===== config.mk =====
export PLATFORM = sky130hd
export DESIGN_NAME = pmcap_regs
export DESIGN_NICKNAME = d
export VERILOG_FILES = /design/src/verilog/pmcap_pkg.sv /design/src/verilog/pmcap_regs.sv
export SDC_FILE = /design/constraint.sdc
export NUM_CORES = 1
export LEC_CHECK = 0
export BUFFER_PORTS_ARGS = -buffer_cell sky130_fd_sc_hd__buf_4
export CAP_MARGIN = 5
export CORE_MARGIN = 3
export CORE_UTILIZATION = 46
export DETAILED_ROUTE_END_ITERATION = 7
export GPL_ROUTABILITY_DRIVEN = 0
export GPL_TIMING_DRIVEN = 0
export HOLD_SLACK_MARGIN = 0.05
export PLACE_DENSITY = 0.83
export SLEW_MARGIN = 20
export SYNTH_ARGS = -nofsm -noshare
export SYNTH_HDL_FRONTEND = slang
export SYNTH_SLANG_ARGS = --single-unit

===== constraint.sdc =====
create_clock -name ref_clk_in -period 2 [get_ports ref_clk_in]
set_input_delay 0.2 -clock ref_clk_in [delete_from_list [all_inputs] [get_ports ref_clk_in]]
set_output_delay 0.2 -clock ref_clk_in [all_outputs]
set_load 0.01 [all_outputs]

===== src/verilog/pmcap_pkg.sv =====
// Purpose: Constants for the power management capability register bank
// Assumes: Config space reached as aligned dwords with byte enables
// Notes: Test alias lives in the separate BCR index space
package pmcap_pkg;
	// Config space dword addresses (capability word sits in upper half of 0x40)
	localparam logic [7:0] PMCAP_CAP_DW_ADDR = 8'h40;
	localparam logic [7:0] PMCAP_CSR_DW_ADDR = 8'h44;
	localparam logic [7:0] PMCAP_CAP_OFFSET = 8'h42;
	localparam logic [7:0] PMCAP_CSR_OFFSET = 8'h44;
	localparam logic [7:0] PMCAP_ALIAS_INDEX = 8'h24;
	// Capability word fields
	localparam int PMCAP_WAKE_SUP_LSB = 11;
	localparam int PMCAP_WAKE_SUP_MSB = 15;
	localparam int PMCAP_D3COLD_BIT = 15;
	localparam int PMCAP_D2_BIT = 10;
	localparam int PMCAP_D1_BIT = 9;
	localparam int PMCAP_RES_LSB = 6;
	localparam int PMCAP_RES_MSB = 8;
	localparam int PMCAP_DSI_BIT = 5;
	localparam int PMCAP_AUX_BIT = 4;
	localparam int PMCAP_CLK_BIT = 3;
	localparam int PMCAP_VER_MSB = 2;
	localparam logic [2:0] PMCAP_VERSION = 3'h1;
	// Control/status word fields
	localparam int PMCAP_FLAG_BIT = 15;
	localparam int PMCAP_SCALE_LSB = 13;
	localparam int PMCAP_SCALE_MSB = 14;
	localparam int PMCAP_SEL_LSB = 9;
	localparam int PMCAP_SEL_MSB = 12;
	localparam int PMCAP_WEN_BIT = 8;
	localparam int PMCAP_PST_MSB = 1;
	// Byte lanes of the control/status word
	localparam int PMCAP_LANE_HI = 1;
	localparam int PMCAP_LANE_LO = 0;
	localparam int PMCAP_HALF = 16;
	localparam int PMCAP_SEL_N = 16;
	localparam logic [15:0] PMCAP_CAP_RESET = 16'h0001;
	localparam logic [1:0] PMCAP_PST_D0 = 2'h0;
endpackage


===== src/verilog/pmcap_regs.sv =====
// Purpose: Power management capability and control/status registers
// Assumes: rst_in is power-on reset; h_reset_in, s_reset_in, stop_in are lesser resets
// Notes: Reads answer one cycle after the strobe with a registered ack
// Summary of operation
// - Capability word loads from serial memory; readable via test alias
// - Top five capability bits flag per-state wake capability, read only
// - Wake field bit 11 is D0, upward to bit 15 for D3cold
// - D2 support flag reads 1 exactly when D2 supported
// - D1 support flag reads 1 exactly when D1 supported
// - Host writes zeros to reserved bits 8-6; device reads them as zero
// - Device-specific initialization flag reads 1 when extra setup is needed
// - Aux power flag reads 0 unless D3cold wake is supported
// - Bus clock flag reads 0 when no wake state is supported
// - Low three capability bits always read version code 001b
// - Wake event flag sets whenever wake would assert, enable ignored
// - Writing 1 clears wake event flag and stops wake; 0 leaves it
// - Wake event flag cleared only by a write of one or power-on reset; lesser resets leave it
// - Read-only scale field reports data scaling for current selection
// - Four-bit data select is read/write, sticky, power-on reset only
// - Wake enable gates wake pin assertion; sticky, power-on reset only
// - Power state field read/write but has no effect on operation
`timescale 1ns/1ps
module pmcap_regs
	import pmcap_pkg::*;
(
	input wire logic ref_clk_in,
	input wire logic rst_in,
	input wire logic h_reset_in,
	input wire logic s_reset_in,
	input wire logic stop_in,
	input wire logic ee_load_in,
	input wire logic [15:0] ee_cap_in,
	input wire logic [31:0] ee_scale_in,
	input wire logic wake_event_in,
	input wire logic [7:0] cfg_addr_in,
	input wire logic [3:0] cfg_be_in,
	input wire logic cfg_rd_in,
	input wire logic cfg_wr_in,
	input wire logic [31:0] cfg_wdata_in,
	output logic [31:0] cfg_rdata_out,
	output logic cfg_ack_out,
	input wire logic [7:0] bcr_index_in,
	input wire logic bcr_rd_in,
	input wire logic bcr_wr_in,
	input wire logic [15:0] bcr_wdata_in,
	output logic [15:0] bcr_rdata_out,
	output logic bcr_ack_out,
	output logic wake_pin_out,
	output logic wake_pin_oe_n_out
);

	logic [15:0] cap_q;
	logic [15:0] cap_d;
	logic [1:0] scale_mem_q [PMCAP_SEL_N];
	logic flag_q;
	logic flag_d;
	logic wen_q;
	logic [3:0] sel_q;
	logic [1:0] pst_q;
	logic [31:0] cfg_rdata_q;
	logic [31:0] cfg_rdata_d;
	logic cfg_ack_q;
	logic [15:0] bcr_rdata_q;
	logic [15:0] bcr_rdata_d;
	logic bcr_ack_q;
	logic wake_drive_q;

	// Shape a raw capability word into what software may see
	function automatic logic [15:0] cap_view(input logic [15:0] raw);
		logic [15:0] v;
		v = raw;
		v[PMCAP_RES_MSB:PMCAP_RES_LSB] = '0;
		v[PMCAP_AUX_BIT] = raw[PMCAP_AUX_BIT] & raw[PMCAP_D3COLD_BIT];
		v[PMCAP_CLK_BIT] = raw[PMCAP_CLK_BIT] & (|raw[PMCAP_WAKE_SUP_MSB:PMCAP_WAKE_SUP_LSB]);
		v[PMCAP_VER_MSB:0] = PMCAP_VERSION;
		return v;
	endfunction

	wire logic [15:0] cap_vis = cap_view(cap_q);
	wire logic cfg_hit_cap = (cfg_addr_in == PMCAP_CAP_DW_ADDR);
	wire logic cfg_hit_csr = (cfg_addr_in == PMCAP_CSR_DW_ADDR);
	wire logic bcr_hit = (bcr_index_in == PMCAP_ALIAS_INDEX);
	wire logic csr_wr = cfg_wr_in & cfg_hit_csr;
	wire logic wr_hi = csr_wr & cfg_be_in[PMCAP_LANE_HI];
	wire logic wr_lo = csr_wr & cfg_be_in[PMCAP_LANE_LO];
	wire logic [1:0] scale_cur = scale_mem_q[sel_q];
	wire logic [15:0] csr_vis = {flag_q, scale_cur, sel_q, wen_q, 6'h00, pst_q};
	wire logic clear_req = wr_hi & cfg_wdata_in[PMCAP_FLAG_BIT];

	// Serial memory load wins over a test write
	assign cap_d = ee_load_in ? ee_cap_in :
		((bcr_wr_in & bcr_hit) ? bcr_wdata_in : cap_q);
	// Set beats a write-one clear in the same cycle
	assign flag_d = wake_event_in | (flag_q & ~clear_req);
	assign cfg_rdata_d = cfg_hit_cap ? {cap_vis, PMCAP_HALF'(0)} :
		(cfg_hit_csr ? {PMCAP_HALF'(0), csr_vis} : 32'h0000_0000);
	// Test alias returns the same word
	assign bcr_rdata_d = bcr_hit ? cap_vis : 16'h0000;

	// Sticky state only sees power-on reset
	always_ff @(posedge ref_clk_in) begin
		if (rst_in) begin
			cap_q <= PMCAP_CAP_RESET;
			flag_q <= 1'b0;
			wen_q <= 1'b0;
			sel_q <= 4'h0;
		end else begin
			cap_q <= cap_d;
			flag_q <= flag_d;
			if (wr_hi) begin
				wen_q <= cfg_wdata_in[PMCAP_WEN_BIT];
			end
			if (wr_hi) begin
				sel_q <= cfg_wdata_in[PMCAP_SEL_MSB:PMCAP_SEL_LSB];
			end
		end
	end

	// Scale table only changes on a serial memory load
	genvar gi;
	generate
		for (gi = 0; gi < PMCAP_SEL_N; gi++) begin : g_scale
			always_ff @(posedge ref_clk_in) begin
				if (rst_in) begin
					scale_mem_q[gi] <= 2'h0;
				end else if (ee_load_in) begin
					scale_mem_q[gi] <= ee_scale_in[2*gi +: 2];
				end
			end
		end
	endgenerate

	// Power state is storage only; hardware reset returns it to D0
	always_ff @(posedge ref_clk_in) begin
		if (rst_in | h_reset_in) begin
			pst_q <= PMCAP_PST_D0;
		end else if (wr_lo) begin
			pst_q <= cfg_wdata_in[PMCAP_PST_MSB:0];
		end
	end

	always_ff @(posedge ref_clk_in) begin
		if (rst_in) begin
			cfg_rdata_q <= 32'h0000_0000;
			cfg_ack_q <= 1'b0;
			bcr_rdata_q <= 16'h0000;
			bcr_ack_q <= 1'b0;
			wake_drive_q <= 1'b0;
		end else begin
			if (cfg_rd_in) begin
				cfg_rdata_q <= cfg_rdata_d;
			end
			cfg_ack_q <= cfg_rd_in | cfg_wr_in;
			if (bcr_rd_in) begin
				bcr_rdata_q <= bcr_rdata_d;
			end
			bcr_ack_q <= bcr_rd_in | bcr_wr_in;
			wake_drive_q <= flag_d & wen_q & ~(wr_hi & ~cfg_wdata_in[PMCAP_WEN_BIT]);
		end
	end

	assign cfg_rdata_out = cfg_rdata_q;
	assign cfg_ack_out = cfg_ack_q;
	assign bcr_rdata_out = bcr_rdata_q;
	assign bcr_ack_out = bcr_ack_q;
	// Open-drain: pin value always low, only the enable moves
	assign wake_pin_out = 1'b0;
	assign wake_pin_oe_n_out = ~wake_drive_q;

	// This combined lesser reset exists only to prove they leave sticky bits alone
	wire logic lesser_reset = h_reset_in | s_reset_in | stop_in;

	a_flag_sticky_lesser: assert property (
		@(posedge ref_clk_in) disable iff (rst_in)
		(lesser_reset & flag_q & ~clear_req) |=> flag_q)
		else $error("wake flag lost on lesser reset");
	a_flag_set_event: assert property (
		@(posedge ref_clk_in) disable iff (rst_in)
		wake_event_in |=> flag_q)
		else $error("wake flag not set by event");
	a_flag_clear_one: assert property (
		@(posedge ref_clk_in) disable iff (rst_in)
		(clear_req & ~wake_event_in) |=> (~flag_q & wake_pin_oe_n_out))
		else $error("wake flag or pin not cleared");
	a_flag_write_zero: assert property (
		@(posedge ref_clk_in) disable iff (rst_in)
		(flag_q & ~clear_req) |=> flag_q)
		else $error("wake flag changed without write one");
	a_pin_needs_enable: assert property (
		@(posedge ref_clk_in) disable iff (rst_in)
		~wen_q |=> wake_pin_oe_n_out)
		else $error("wake pin driven while disabled");
	a_cap_version_read: assert property (
		@(posedge ref_clk_in) disable iff (rst_in)
		(cfg_rd_in & cfg_hit_cap) |=>
			(cfg_ack_out & cfg_rdata_out[PMCAP_HALF+PMCAP_VER_MSB:PMCAP_HALF] == PMCAP_VERSION))
		else $error("version code wrong");
	a_cap_aux_gate: assert property (
		@(posedge ref_clk_in) disable iff (rst_in)
		(bcr_rd_in & bcr_hit & ~cap_q[PMCAP_D3COLD_BIT]) |=> ~bcr_rdata_out[PMCAP_AUX_BIT])
		else $error("aux flag set without D3cold wake");
	a_cap_clk_gate: assert property (
		@(posedge ref_clk_in) disable iff (rst_in)
		(bcr_rd_in & bcr_hit & ~(|cap_q[PMCAP_WAKE_SUP_MSB:PMCAP_WAKE_SUP_LSB]))
			|=> ~bcr_rdata_out[PMCAP_CLK_BIT])
		else $error("clock flag set without wake support");
	a_cap_alias_match: assert property (
		@(posedge ref_clk_in) disable iff (rst_in)
		(ee_load_in & ~bcr_wr_in) ##1 (bcr_rd_in & bcr_hit & ~ee_load_in & ~bcr_wr_in)
			|=> bcr_rdata_out[15:PMCAP_D1_BIT] == $past(ee_cap_in[15:PMCAP_D1_BIT], 2))
		else $error("alias does not show loaded word");
	a_sel_sticky: assert property (
		@(posedge ref_clk_in) disable iff (rst_in)
		~wr_hi |=> $stable(sel_q))
		else $error("data select changed without write");

	// Capability word source and alias
	a_cap_load_all: assert property (
		@(posedge ref_clk_in) disable iff (rst_in)
		ee_load_in |=> cap_q == $past(ee_cap_in))
		else $error("capability word not loaded");
	a_cap_hold_idle: assert property (
		@(posedge ref_clk_in) disable iff (rst_in)
		(~ee_load_in & ~(bcr_wr_in & bcr_hit)) |=> $stable(cap_q))
		else $error("capability word changed without load");
	a_alias_ack_seen: assert property (
		@(posedge ref_clk_in) disable iff (rst_in)
		(bcr_rd_in | bcr_wr_in) |=> bcr_ack_out)
		else $error("alias access not acknowledged");
	a_alias_other_zero: assert property (
		@(posedge ref_clk_in) disable iff (rst_in)
		(bcr_rd_in & ~bcr_hit) |=> bcr_rdata_out == 16'h0000)
		else $error("unmapped alias index read nonzero");
	a_alias_version_read: assert property (
		@(posedge ref_clk_in) disable iff (rst_in)
		(bcr_rd_in & bcr_hit) |=> bcr_rdata_out[PMCAP_VER_MSB:0] == PMCAP_VERSION)
		else $error("alias version code wrong");
	a_alias_res_zero: assert property (
		@(posedge ref_clk_in) disable iff (rst_in)
		(bcr_rd_in & bcr_hit) |=> bcr_rdata_out[PMCAP_RES_MSB:PMCAP_RES_LSB] == 3'h0)
		else $error("alias reserved bits nonzero");

	// Capability fields as read over config space
	a_wake_field_ro: assert property (
		@(posedge ref_clk_in) disable iff (rst_in)
		(cfg_rd_in & cfg_hit_cap) |=> cfg_rdata_out[31:27] == $past(cap_q[15:11]))
		else $error("wake state field wrong");
	a_wake_top_d3cold: assert property (
		@(posedge ref_clk_in) disable iff (rst_in)
		(cfg_rd_in & cfg_hit_cap)
			|=> cfg_rdata_out[PMCAP_HALF+PMCAP_D3COLD_BIT] == $past(cap_q[PMCAP_D3COLD_BIT]))
		else $error("D3cold wake bit misplaced");
	a_wake_low_d0: assert property (
		@(posedge ref_clk_in) disable iff (rst_in)
		(cfg_rd_in & cfg_hit_cap)
			|=> cfg_rdata_out[PMCAP_HALF+PMCAP_WAKE_SUP_LSB] == $past(cap_q[PMCAP_WAKE_SUP_LSB]))
		else $error("D0 wake bit misplaced");
	a_d2_flag_read: assert property (
		@(posedge ref_clk_in) disable iff (rst_in)
		(cfg_rd_in & cfg_hit_cap) |=> cfg_rdata_out[PMCAP_HALF+PMCAP_D2_BIT] == $past(cap_q[PMCAP_D2_BIT]))
		else $error("D2 support flag wrong");
	a_d1_flag_read: assert property (
		@(posedge ref_clk_in) disable iff (rst_in)
		(cfg_rd_in & cfg_hit_cap) |=> cfg_rdata_out[PMCAP_HALF+PMCAP_D1_BIT] == $past(cap_q[PMCAP_D1_BIT]))
		else $error("D1 support flag wrong");
	a_res_read_zero: assert property (
		@(posedge ref_clk_in) disable iff (rst_in)
		(cfg_rd_in & cfg_hit_cap) |=> cfg_rdata_out[24:22] == 3'h0)
		else $error("reserved capability bits nonzero");
	a_dsi_flag_read: assert property (
		@(posedge ref_clk_in) disable iff (rst_in)
		(cfg_rd_in & cfg_hit_cap)
			|=> cfg_rdata_out[PMCAP_HALF+PMCAP_DSI_BIT] == $past(cap_q[PMCAP_DSI_BIT]))
		else $error("init flag wrong");
	a_aux_cfg_gate: assert property (
		@(posedge ref_clk_in) disable iff (rst_in)
		(cfg_rd_in & cfg_hit_cap & ~cap_q[PMCAP_D3COLD_BIT])
			|=> ~cfg_rdata_out[PMCAP_HALF+PMCAP_AUX_BIT])
		else $error("aux flag read without D3cold wake");
	a_clk_cfg_gate: assert property (
		@(posedge ref_clk_in) disable iff (rst_in)
		(cfg_rd_in & cfg_hit_cap & ~(|cap_q[PMCAP_WAKE_SUP_MSB:PMCAP_WAKE_SUP_LSB]))
			|=> ~cfg_rdata_out[PMCAP_HALF+PMCAP_CLK_BIT])
		else $error("clock flag read without wake support");
	a_cap_low_zero: assert property (
		@(posedge ref_clk_in) disable iff (rst_in)
		(cfg_rd_in & cfg_hit_cap) |=> cfg_rdata_out[15:0] == 16'h0000)
		else $error("capability dword low half nonzero");

	// Wake flag, enable and pin
	a_flag_set_disabled: assert property (
		@(posedge ref_clk_in) disable iff (rst_in)
		(wake_event_in & ~wen_q) |=> flag_q)
		else $error("wake flag not set while disabled");
	a_flag_event_clear: assert property (
		@(posedge ref_clk_in) disable iff (rst_in)
		(wake_event_in & clear_req) |=> flag_q)
		else $error("clear beat a wake event");
	a_pin_asserts: assert property (
		@(posedge ref_clk_in) disable iff (rst_in)
		(wake_event_in & wen_q & ~wr_hi) |=> ~wake_pin_oe_n_out)
		else $error("wake pin not driven while enabled");
	a_pin_release_clear: assert property (
		@(posedge ref_clk_in) disable iff (rst_in)
		(clear_req & ~wake_event_in) |=> wake_pin_oe_n_out)
		else $error("wake pin held after clear");
	a_wen_sticky: assert property (
		@(posedge ref_clk_in) disable iff (rst_in)
		~wr_hi |=> $stable(wen_q))
		else $error("wake enable changed without write");
	a_wen_write: assert property (
		@(posedge ref_clk_in) disable iff (rst_in)
		wr_hi |=> wen_q == $past(cfg_wdata_in[PMCAP_WEN_BIT]))
		else $error("wake enable write lost");
	a_sel_write: assert property (
		@(posedge ref_clk_in) disable iff (rst_in)
		wr_hi |=> sel_q == $past(cfg_wdata_in[PMCAP_SEL_MSB:PMCAP_SEL_LSB]))
		else $error("data select write lost");

	// Scale, power state and bus answer
	a_scale_read: assert property (
		@(posedge ref_clk_in) disable iff (rst_in)
		(cfg_rd_in & cfg_hit_csr)
			|=> cfg_rdata_out[PMCAP_SCALE_MSB:PMCAP_SCALE_LSB] == $past(scale_cur))
		else $error("scale field wrong");
	a_scale_sticky: assert property (
		@(posedge ref_clk_in) disable iff (rst_in)
		(~ee_load_in & ~wr_hi) |=> $stable(scale_cur))
		else $error("scale changed without load or select");
	a_pst_write: assert property (
		@(posedge ref_clk_in) disable iff (rst_in)
		(wr_lo & ~h_reset_in) |=> pst_q == $past(cfg_wdata_in[PMCAP_PST_MSB:0]))
		else $error("power state write lost");
	a_pst_no_effect: assert property (
		@(posedge ref_clk_in) disable iff (rst_in)
		(wr_lo & ~wr_hi & ~wake_event_in) |=> flag_q == $past(flag_q))
		else $error("power state write moved wake flag");
	a_csr_ack_seen: assert property (
		@(posedge ref_clk_in) disable iff (rst_in)
		(cfg_rd_in | cfg_wr_in) |=> cfg_ack_out)
		else $error("config access not acknowledged");
	a_ack_one_cycle: assert property (
		@(posedge ref_clk_in) disable iff (rst_in)
		(~cfg_rd_in & ~cfg_wr_in) |=> ~cfg_ack_out)
		else $error("config ack without request");
endmodule


# Word-level counts from Yosys, hierarchy flattened
# Memory sizes are Yosys's and may differ from the RTL's. A register that Yosys moved wholly into a read port is not among the register bits.
# Index checks and enable logic that the tools add are counted.
dict set report classes {
  addsub 0
  mul 0
  div_mod_pow 0
  n_lt_le_gt_ge 0
  eq_ne 3
  n_shift 0
  n_mux 28
  bitwise_logic 35
  n_reduce_logical 2
}
# operator count
set ops {}
lappend ops {{$mux 16} 4}
lappend ops {{$mux 2} 16}
lappend ops {{$mux 32} 1}
lappend ops {{$or 1x1->1} 20}
lappend ops {{$eq 8x7->1 const B} 2}
lappend ops {{$and 1x1->1} 11}
lappend ops {{$eq 8x6->1 const B} 1}
lappend ops {{$mux 4} 2}
lappend ops {{$mux 1} 5}
lappend ops {{$reduce_or 5->1} 1}
lappend ops {{$not 1->1} 4}
lappend ops {{$reduce_bool 2->1} 1}
dict set report totals {
  ff_bits 75
  latch_bits 0
  mem_bits_rw 32
  mem_bits_ro 0
  input_bits 127
  out_inout_bits 52
  memories 1
}
# memory depth width rd rd_clocked_by_memory_dff wr line
set memory_table {}
lappend memory_table {scale_mem_q 16 2 1 1 16 pmcap_regs.sv:54} ;# logic [1:0] scale_mem_q [PMCAP_SEL_N];

# Longest topological paths before layout
# Gate-level depths: netlist (run 1).
dict set report depth {
  depth_word 9
  mapped_depth 5
}

# Worst setup path after synthesis (run 1)
# OpenSTA, ideal clock, no wires.
dict set report synth_timing {
  path_type {register to register}
  from {register with a tool-made name}
  to {register cfg_rdata_q[13], in the netlist cfg_rdata_out[13]}
  arrival_time_ns 1.605
  required_ns 1.883
  path_slack_ns 0.278
  path_stages_with_launch 5
  path_buffers 1
  period_less_slack_ns 1.722
  path_cell_list {dfxtp_1 buf_6 mux4_1 mux4_2 a22o_1}
}
# element line
set synth_rtl {}
lappend synth_rtl {{end signal, assigned} pmcap_regs.sv:151} ;# cfg_rdata_q <= cfg_rdata_d;
lappend synth_rtl {{end, declared} pmcap_regs.sv:60} ;# logic [31:0] cfg_rdata_q;

==> results of run 1 <==
state kept, by name (all words and copies together), names as in the netlist, named ones only:
name and cells:
cap_q 10, cfg_rdata_out 21, flag_q 1, pst_q 2, bcr_ack_out 1, scale_mem_q 32, cfg_ack_out 1, sel_q 4
wen_q 1, wake_drive_q 1, bcr_rdata_out 11
logic make-up (layout without fill, tap and decap cells):
group,Yosys count,count (layout),share of synthesized area [%]
AO/OA/AOI/OAI,46,46,9.38
buffers and inverters,42,179,6.43
flip-flops,89,89,57.8
multiplexers,27,27,11.6
other,1,17,0.103
AND/OR/NAND/NOR,104,104,14.7
worst max path at each step:
| stage | from | endpoint | slack [ns] | cells past startpoint |
|---|---|---|---|---|
| 2_1_floorplan | flip-flop | cfg_rdata_out[13] | 0.28 | 4 |
| 3_3_place_gp | ee_load_in | scale_mem_q[3][1] | 0.12 | 3 |
| 3_5_place_dp | ee_load_in | scale_mem_q[15][1] | 0.08 | 3 |
| 4_1_cts | flip-flop | cfg_rdata_out[13] | 0.08 | 4 |
| 5_1_grt | flip-flop | cfg_rdata_out[13] | 0.005 | 4 |
| 6_report | flip-flop | cfg_rdata_out[13] | 0.1 | 4 |
repair_timing:
| item | CTS | global route |
|---|---|---|
| hold buffers | 1 | 0 |
| setup buffers | 0 | 0 |
| endpoints found under the hold margin | 2 | 0 |
power breakdown:
part / switching, mW / internal [mW] / leakage, nW
Combinational: 0.143 / 0.198 / 1.29
Sequential: 0.0314 / 1.95 / 0.807
Clock: 0.614 / 0.488 / 0.0930
metal layers:
metal / wire length [microns] / global-route usage, % / part of all wire [%]
met3: 639 / 5.02 / 7.9
met4: 150 / 6.97 / 1.8
met5: 0 / 0 / 0
met2: 4230 / 32.7 / 52
met1: 3120 / 21.7 / 38
Yosys cell counts (2+ instances only):
master     n  share of area, %
inv_1      5              0.52
nand3_1    2              0.28
mux4_2     3               1.9
a22o_1     2              0.48
edfxtp_1  32                26
buf_2      4              0.55
a21oi_1    5              0.69
buf_1      3              0.31
clkbuf_1  12               1.2
buf_4     17               3.5
dfxtp_1   57                31
mux4_1     7               5.1
nor3_1     5              0.69
a22oi_1   26               5.4
nand4_1    2              0.34
and2_1    32               5.5
nor2_1    50               5.2
or4b_1     2              0.55
a211oi_1  10               2.1
mux2i_1   17               4.7
nor3b_1    2              0.41
final cells by class:
cell class / count / share of cell area (%)
buffer: 37 / 4.38
clock inverter: 6 / 0.840
clock buffer: 10 / 2.80
inverter: 5 / 0.382
tap: 99 / 2.52
multi-input combinational: 194 / 27.8
sequential: 89 / 42.8
timing repair buffer: 121 / 18.5
worst max-delay path: stages (launching register included):
cell     delay (ns)
dfxtp_1        0.33
buf_6          0.15
mux4_1         0.60
mux4_2         0.51
a22o_1         0.21
layout by cell type (no fill, tap or decap), drive strengths merged, types with 3 or more instances in the layout:
cell type,count
and2,32
nor3,5
mux2i,17
dfxtp,57
clkbuf,22
nor2,50
a21oi,5
a22oi,26
edfxtp,32
conb,17
clkinv,3
buf,145
mux4,10
inv,7
a211oi,10
==> impl_metrics.sql, run 1 <==
INSERT INTO impl_metrics (metric_group, metric, value, unit) VALUES
('timing', 'setup_tns', '0', 'ns'),
('clock_network', 'ctsLongestPathBuffers', '2', ''),
('place', 'dpl_cell_area', '4720', 'sq um'),
('pwr', 'irDropWorstVdd', '0.408', 'mV'),
('place', 'place_inst', '544', ''),
('yosys', 'syn_inst', '309', ''),
('clock_network', 'post_cts.resized_instances', '0', ''),
('layout', 'register_area', '2100', 'sq um'),
('yosys', 'async_reset_ff_share', '0', '%'),
('clock_network', 'clock_tree.root_cell', 'clkbuf_8', ''),
('pwr', 'power_density', '697', 'nW/um^2'),
('layout', 'n_fill_cell', '589', ''),
('timing', 'setup_violating_endpoint_count_in_the_final_report', '0', ''),
('min_path', 'hold_path_end', 'cfg_ack_out', ''),
('floorplan', 'floorplan.rows', '31', ''),
('timing', 'timing.final.hold_violations', '0', ''),
('min_path', 'hp-class', 'primary input to flip-flop', ''),
('floorplan', 'placeable_core_region', '7450', 'sq um'),
('yosys', 'synthFlopType', 'dfxtp_1', ''),
('clock_network', 'cts-buffers-inserted', '9', ''),
('yosys', 'yosysSeqAreaShare', '57.8', '%'),
('timing', 'finalClockSkew', '0.00543', 'ns'),
('clock_network', 'cts_tree', 'yes', ''),
('min_path', 'hold_path.startpoint', 'cfg_wr_in', ''),
('pwr', 'power', '3.42', 'mW'),
('yosys', 'number_of_enable_type_register_cells_in_the_synthesized_netlist', '32', ''),
('outcome', 'run_status', 'finished, final reports clean', ''),
('clock_network', 'clk_pin_slew_worst_paths', '0.08', 'ns'),
('layout', 'count_of_antenna_diodes_in_the_layout', '0', ''),
('global_route', 'grt_overflow_total', '0', ''),
('flow_run', 'cap_violations', '0', ''),
('setup_path', 'timing_worst_setup_path_type', 'flip-flop to flip-flop', ''),
('timing', 'worst_slew_margin_rel', '51.7', '%'),
('floorplan', 'die-height', '95.0', 'microns'),
('global_route', 'grt_max_degree', '33', ''),
('setup_path', 'nature_of_the_critical_path_endpoint', 'flip-flop', ''),
('drt', 'totalWireLength', '8.14', 'mm'),
('global_route', 'grt_pass1_vias', '2769', ''),
('timing', 'slew_viol_final', '0', ''),
('timing', 'holdWs', '0.0784', 'ns'),
('yosys', 'synth_area', '3640', 'sq um'),
('yosys', 'syn_area_per_cell', '11.8', 'sq um'),
('layout', 'layout.core_utilization', '66.0', '%'),
('place', 'dpl_worst_slack', '0.0823', 'ns'),
('floorplan', 'die_w', '95.0', 'microns'),
('drt', 'first_pass_iters', '4', ''),
('setup_path', 'timing.critical_path.fanout_max', '8', ''),
('layout', 'nNetsFinal', '584', ''),
('setup_path', 'timing.rr.end', 'cfg_rdata_out[13]', ''),
('setup_path', 'arrival_time_worst_endpoint', '2.15', 'ns'),
('layout', 'multi_input_combinational_cell_area', '1360', 'sq um'),
('floorplan', 'pin_count', '179', ''),
('timing', 'max_clock_freq', '525', 'MHz'),
('clock_network', 'clock-sinks', '89', ''),
('timing', 'worst_slack', '0.0962', 'ns'),
('timing', 'min_period_over_period', '95.2', '%'),
('yosys', 'synth-seq-cells', '89', ''),
('layout', 'post_route_non_filler_standard_cell_count', '561', ''),
('global_route', 'global_route.usage.total', '18.6', '%'),
('layout', 'area_delta_synth_final', '35.0', '%'),
('timing', 'rsz0062_at_grt', 'false', ''),
('drt', 'wl_per_cell', '14.5', 'microns'),
('drt', 'drtIter0Drc', '62', ''),
('global_route', 'antenna_found_initial', '0', ''),
('timing', 'clock_period_minus_final_worst_setup_slack', '1.90', 'ns'),
('floorplan', 'total_die_area', '9020', 'sq um'),
('setup_path', 'rr_worst_depth', '4', ''),
('yosys', 'total_of_warnings_raised_by_yosys', '0', ''),
('pwr', 'power.leakage', '2.19', 'nW'),
('setup_path', 'crit_path_start_kind', 'flip-flop', ''),
('floorplan', 'starting_density', '48.9', '%');
No activity file was read; power rests on OpenSTA's default activity.
==> run 2, diff against run 1 <==
--- a/config.mk
+++ b/config.mk
@@ -5,15 +5,15 @@
 export SDC_FILE = /design/constraint.sdc
 export NUM_CORES = 1
 export LEC_CHECK = 0
-export BUFFER_PORTS_ARGS = -buffer_cell sky130_fd_sc_hd__buf_4
-export CAP_MARGIN = 5
+export CAP_MARGIN = 20
 export CORE_MARGIN = 3
-export CORE_UTILIZATION = 46
+export CORE_UTILIZATION = 62
 export DETAILED_ROUTE_END_ITERATION = 7
+export DONT_BUFFER_PORTS = 1
 export GPL_ROUTABILITY_DRIVEN = 0
 export GPL_TIMING_DRIVEN = 0
 export HOLD_SLACK_MARGIN = 0.05
-export PLACE_DENSITY = 0.83
+export PLACE_DENSITY = 0.81
 export SLEW_MARGIN = 20
 export SYNTH_ARGS = -nofsm -noshare
 export SYNTH_HDL_FRONTEND = slang
==> constraint.sdc (replaced) <==
create_clock -name ref_clk_in -period 2 [get_ports ref_clk_in]
set_input_delay 0.1 -clock ref_clk_in [delete_from_list [all_inputs] [get_ports ref_clk_in]]
set_output_delay 0.1 -clock ref_clk_in [all_outputs]
set_load 0.01 [all_outputs]
==> run 2 against run 1 <==
Net effect: fmax increased by 2.3%; hold slack got worse by 0.010 ns; clock skew is 0.0080 ns higher; sequential share of layout area increased by 2.7 points; combinational power is 5% lower; clock-buffer cell count unchanged; highest routed layer unchanged; global-route usage increased by 7.8 points; sequential power barely moved; final cell count is 15% lower.
==> impl_metrics.sql, run 2 (same netlist as run 1, synthesis figures left out) <==
INSERT INTO impl_metrics (metric_group, metric, value, unit) VALUES
('timing', 'worstMarginPinSlew', '0.815', 'ns'),
('global_route', 'antenna_found_initial', '0', ''),
('clock_network', 'holdBufCountCts', '65', ''),
('setup_path', 'crit_chain', 'nor4_1 -> nand4_1 -> mux2i_1 -> nor3_1 -> dlygate4sd3_1', ''),
('setup_path', 'timing.critical_path.slowest_cell_delay', '0.70', 'ns'),
('clock_network', 'cts_setup_buffers', '0', ''),
('place', 'port_buffers', '0', ''),
('timing', 'clock_period_minus_final_worst_setup_slack', '1.86', 'ns'),
('global_route', 'grt_pass1_vias', '2710', ''),
('global_route', 'grt_max_degree', '33', ''),
('timing', 'max_clock_freq', '538', 'MHz'),
('min_path', 'hold_path_end', 'cfg_rdata_out[14]', ''),
('pwr', 'clock_power_share', '32.6', '%'),
('layout', 'n_fill_cell', '329', ''),
('pwr', 'p_sw_share', '23.6', '%'),
('min_path', 'hold_path.startpoint', 'cfg_rd_in', ''),
('layout', 'area_delta_synth_final', '26.9', '%'),
('setup_path', 'timing.critical_path.fanout_max', '5', ''),
('global_route', 'grt_overflow_total', '0', ''),
('floorplan', 'floorplan.rows', '27', ''),
('clock_network', 'source_to_sink_clock_delay_at_the_later_pin_of_the_worst_skew_pair', '0.33', 'ns'),
('timing', 'timing.final.hold_violations', '0', ''),
('layout', 'largest_reg_flops', '32', ''),
('flow_run', 'cap_violations', '0', ''),
('layout', 'count_of_antenna_diodes_in_the_layout', '0', ''),
('drt', 'wl_per_cell', '19.0', 'microns'),
('floorplan', 'starting_density', '64.9', '%'),
('clock_network', 'clock_tree.root_cell', 'clkbuf_8', ''),
('clock_network', 'clock-sinks', '89', ''),
('global_route', 'grt_pass1_wl', '13.2', 'mm'),
('layout', 'register_area', '2100', 'sq um'),
('floorplan', 'die_w', '82.6', 'microns'),
('pwr', 'net-switching-power', '0.808', 'mW'),
('min_path', 'timing.hold.worst_path_depth', '2', ''),
('pwr', 'p_seq_share', '57.9', '%'),
('timing', 'rsz0062_at_grt', 'false', ''),
('setup_path', 'timing_worst_setup_path_type', 'primary input to flip-flop', ''),
('timing', 'slew_viol_final', '0', ''),
('min_path', 'hp-class', 'primary input to flip-flop', ''),
('clock_network', 'cts_tree', 'yes', ''),
('pwr', 'power', '3.43', 'mW'),
('floorplan', 'pin_count', '179', ''),
('timing', 'min_period_over_period', '93.0', '%'),
('pwr', 'power.leakage', '1.86', 'nW'),
('layout', 'drive_above_1_share', '10.6', '%'),
('pwr', 'power_density', '742', 'nW/um^2'),
('layout', 'nNetsFinal', '528', ''),
('drt', 'totalWireLength', '9.08', 'mm'),
('layout', 'leading_cell_types_in_the_layout_fill_and_taps_excluded', 'dlygate4sd3_1 (65), dfxtp_1 (57), nor2_1 (50), and2_1 (32), edfxtp_1 (32)', ''),
('timing', 'finalClockSkew', '0.0135', 'ns'),
('setup_path', 'max_stage_delay_cell_worst_path', 'nor4_1', ''),
('outcome', 'run_status', 'finished, final reports clean', ''),
('floorplan', 'die-height', '82.6', 'microns'),
('drt', 'drtIter0Drc', '150', ''),
('pwr', 'cell_internal_pwr', '2.62', 'mW'),
('setup_path', 'critical_path_data_required_time', '2.21', 'ns'),
('clock_network', 'cts-buffers-inserted', '9', ''),
('clock_network', 'ctsLongestPathBuffers', '2', ''),
('global_route', 'global_route.usage.total', '26.5', '%'),
('layout', 'layout.cells.most_common', 'dlygate4sd3_1', ''),
('setup_path', 'timing.critical_path.max_delay_family', 'simple AND/OR/NAND/NOR gates', ''),
('floorplan', 'placeable_core_region', '5610', 'sq um'),
('layout', 'multi_input_combinational_cell_area', '1360', 'sq um'),
('timing', 'setup_violating_endpoint_count_in_the_final_report', '0', ''),
('setup_path', 'arrival_time_worst_endpoint', '2.07', 'ns'),
('setup_path', 'nature_of_the_critical_path_endpoint', 'flip-flop', ''),
('floorplan', 'total_die_area', '6830', 'sq um'),
('drt', 'drt-vias-per-instance', '5.79', ''),
('clock_network', 'htreeDepth', '3', ''),
('drt', 'drc', '0', ''),
('place', 'dpl_cell_area', '3790', 'sq um'),
('clock_network', 'post_cts.resized_instances', '0', ''),
('setup_path', 'crit_path_start_kind', 'primary input', ''),
('layout', 'most_flop_heavy_register', 'scale_mem_q', ''),
('pwr', 'comb_pwr_share', '9.5', '%'),
('drt', 'vias', '2767', ''),
('clock_network', 'clk_pin_slew_worst_paths', '0.09', 'ns'),
('timing', 'setup_tns', '0', 'ns'),
('setup_path', 'rr_worst_depth', '4', ''),
('layout', 'fin_area', '4620', 'sq um'),
('setup_path', 'critical_path_buf_inv_count', '1', ''),
('setup_path', 'ff2ff_setup_slack', '0.15', 'ns'),
('place', 'post-dp-hpwl', '5.58', 'mm'),
('pwr', 'irDropWorstVdd', '0.837', 'mV'),
('timing', 'worst_slew_margin_rel', '45.2', '%'),
('setup_path', 'timing.rr.end', 'cfg_rdata_out[13]', ''),
('drt', 'first_pass_iters', '5', ''),
('drt', 'final_antenna_net_count', '0', '');
[run 2: cell types whose count changed in the layout (fill, tap and decap cells not counted), sizes merged]
| cell | before | now |
|---|---|---|
| dlygate4sd3 | 1 | 65 |
| buf | 145 | 25 |
[run 2: metrics by stage]
step | setup WS (ns) | hold slack, ns | utilization [%] | std cells
2_1_floorplan | 0.278 | 0.177 | - | 325
3_3_place_gp | 0.162 | 0.178 | 67.6 | 397
3_5_place_dp | 0.146 | 0.180 | 67.6 | 397
4_1_cts | 0.116 | 0.0515 | 82.4 | 478
5_1_grt | 0.0458 | 0.0501 | 82.4 | 478
6_report | 0.140 | 0.0683 | 82.4 | 478
[run 2: cell type report]
type	count	share of cell area, %
buffer	37	4.66
tap	72	1.95
clock inverter	6	0.894
multi-input combinational	194	29.5
inverter	5	0.406
timing repair buffer	65	14.1
sequential	89	45.5
clock buffer	10	2.98
[run 2: how the worst max path moves through the flow]
stage          cells after the start            from                end  slack [ns]
3_3_place_gp                       4       flip-flop  cfg_rdata_out[13]        0.16
4_1_cts                            4       flip-flop  cfg_rdata_out[13]        0.12
5_1_grt                            4       flip-flop  cfg_rdata_out[13]        0.05
6_report                           5  cfg_addr_in[5]           pst_q[0]        0.14
3_5_place_dp                       4       flip-flop  cfg_rdata_out[13]        0.15
2_1_floorplan                      4       flip-flop  cfg_rdata_out[13]        0.28
[run 2: power groups by stage]
stage	Sequential [mW]	Clock, mW	Combinational [mW]
after floorplan	2.01	0	0.169
after global placement	2.02	0	0.201
after detailed placement	2.02	0	0.205
after CTS	1.98	1.12	0.309
after global routing	1.99	1.21	0.349
final	1.98	1.12	0.324
[run 2: layer usage]
| metal | global-route usage, % | share of wire [%] |
|---|---|---|
| met1 | 31.6 | 37 |
| met2 | 47.0 | 53 |
| met3 | 6.94 | 9.0 |
| met4 | 7.68 | 1.2 |
| met5 | 0 | 0 |
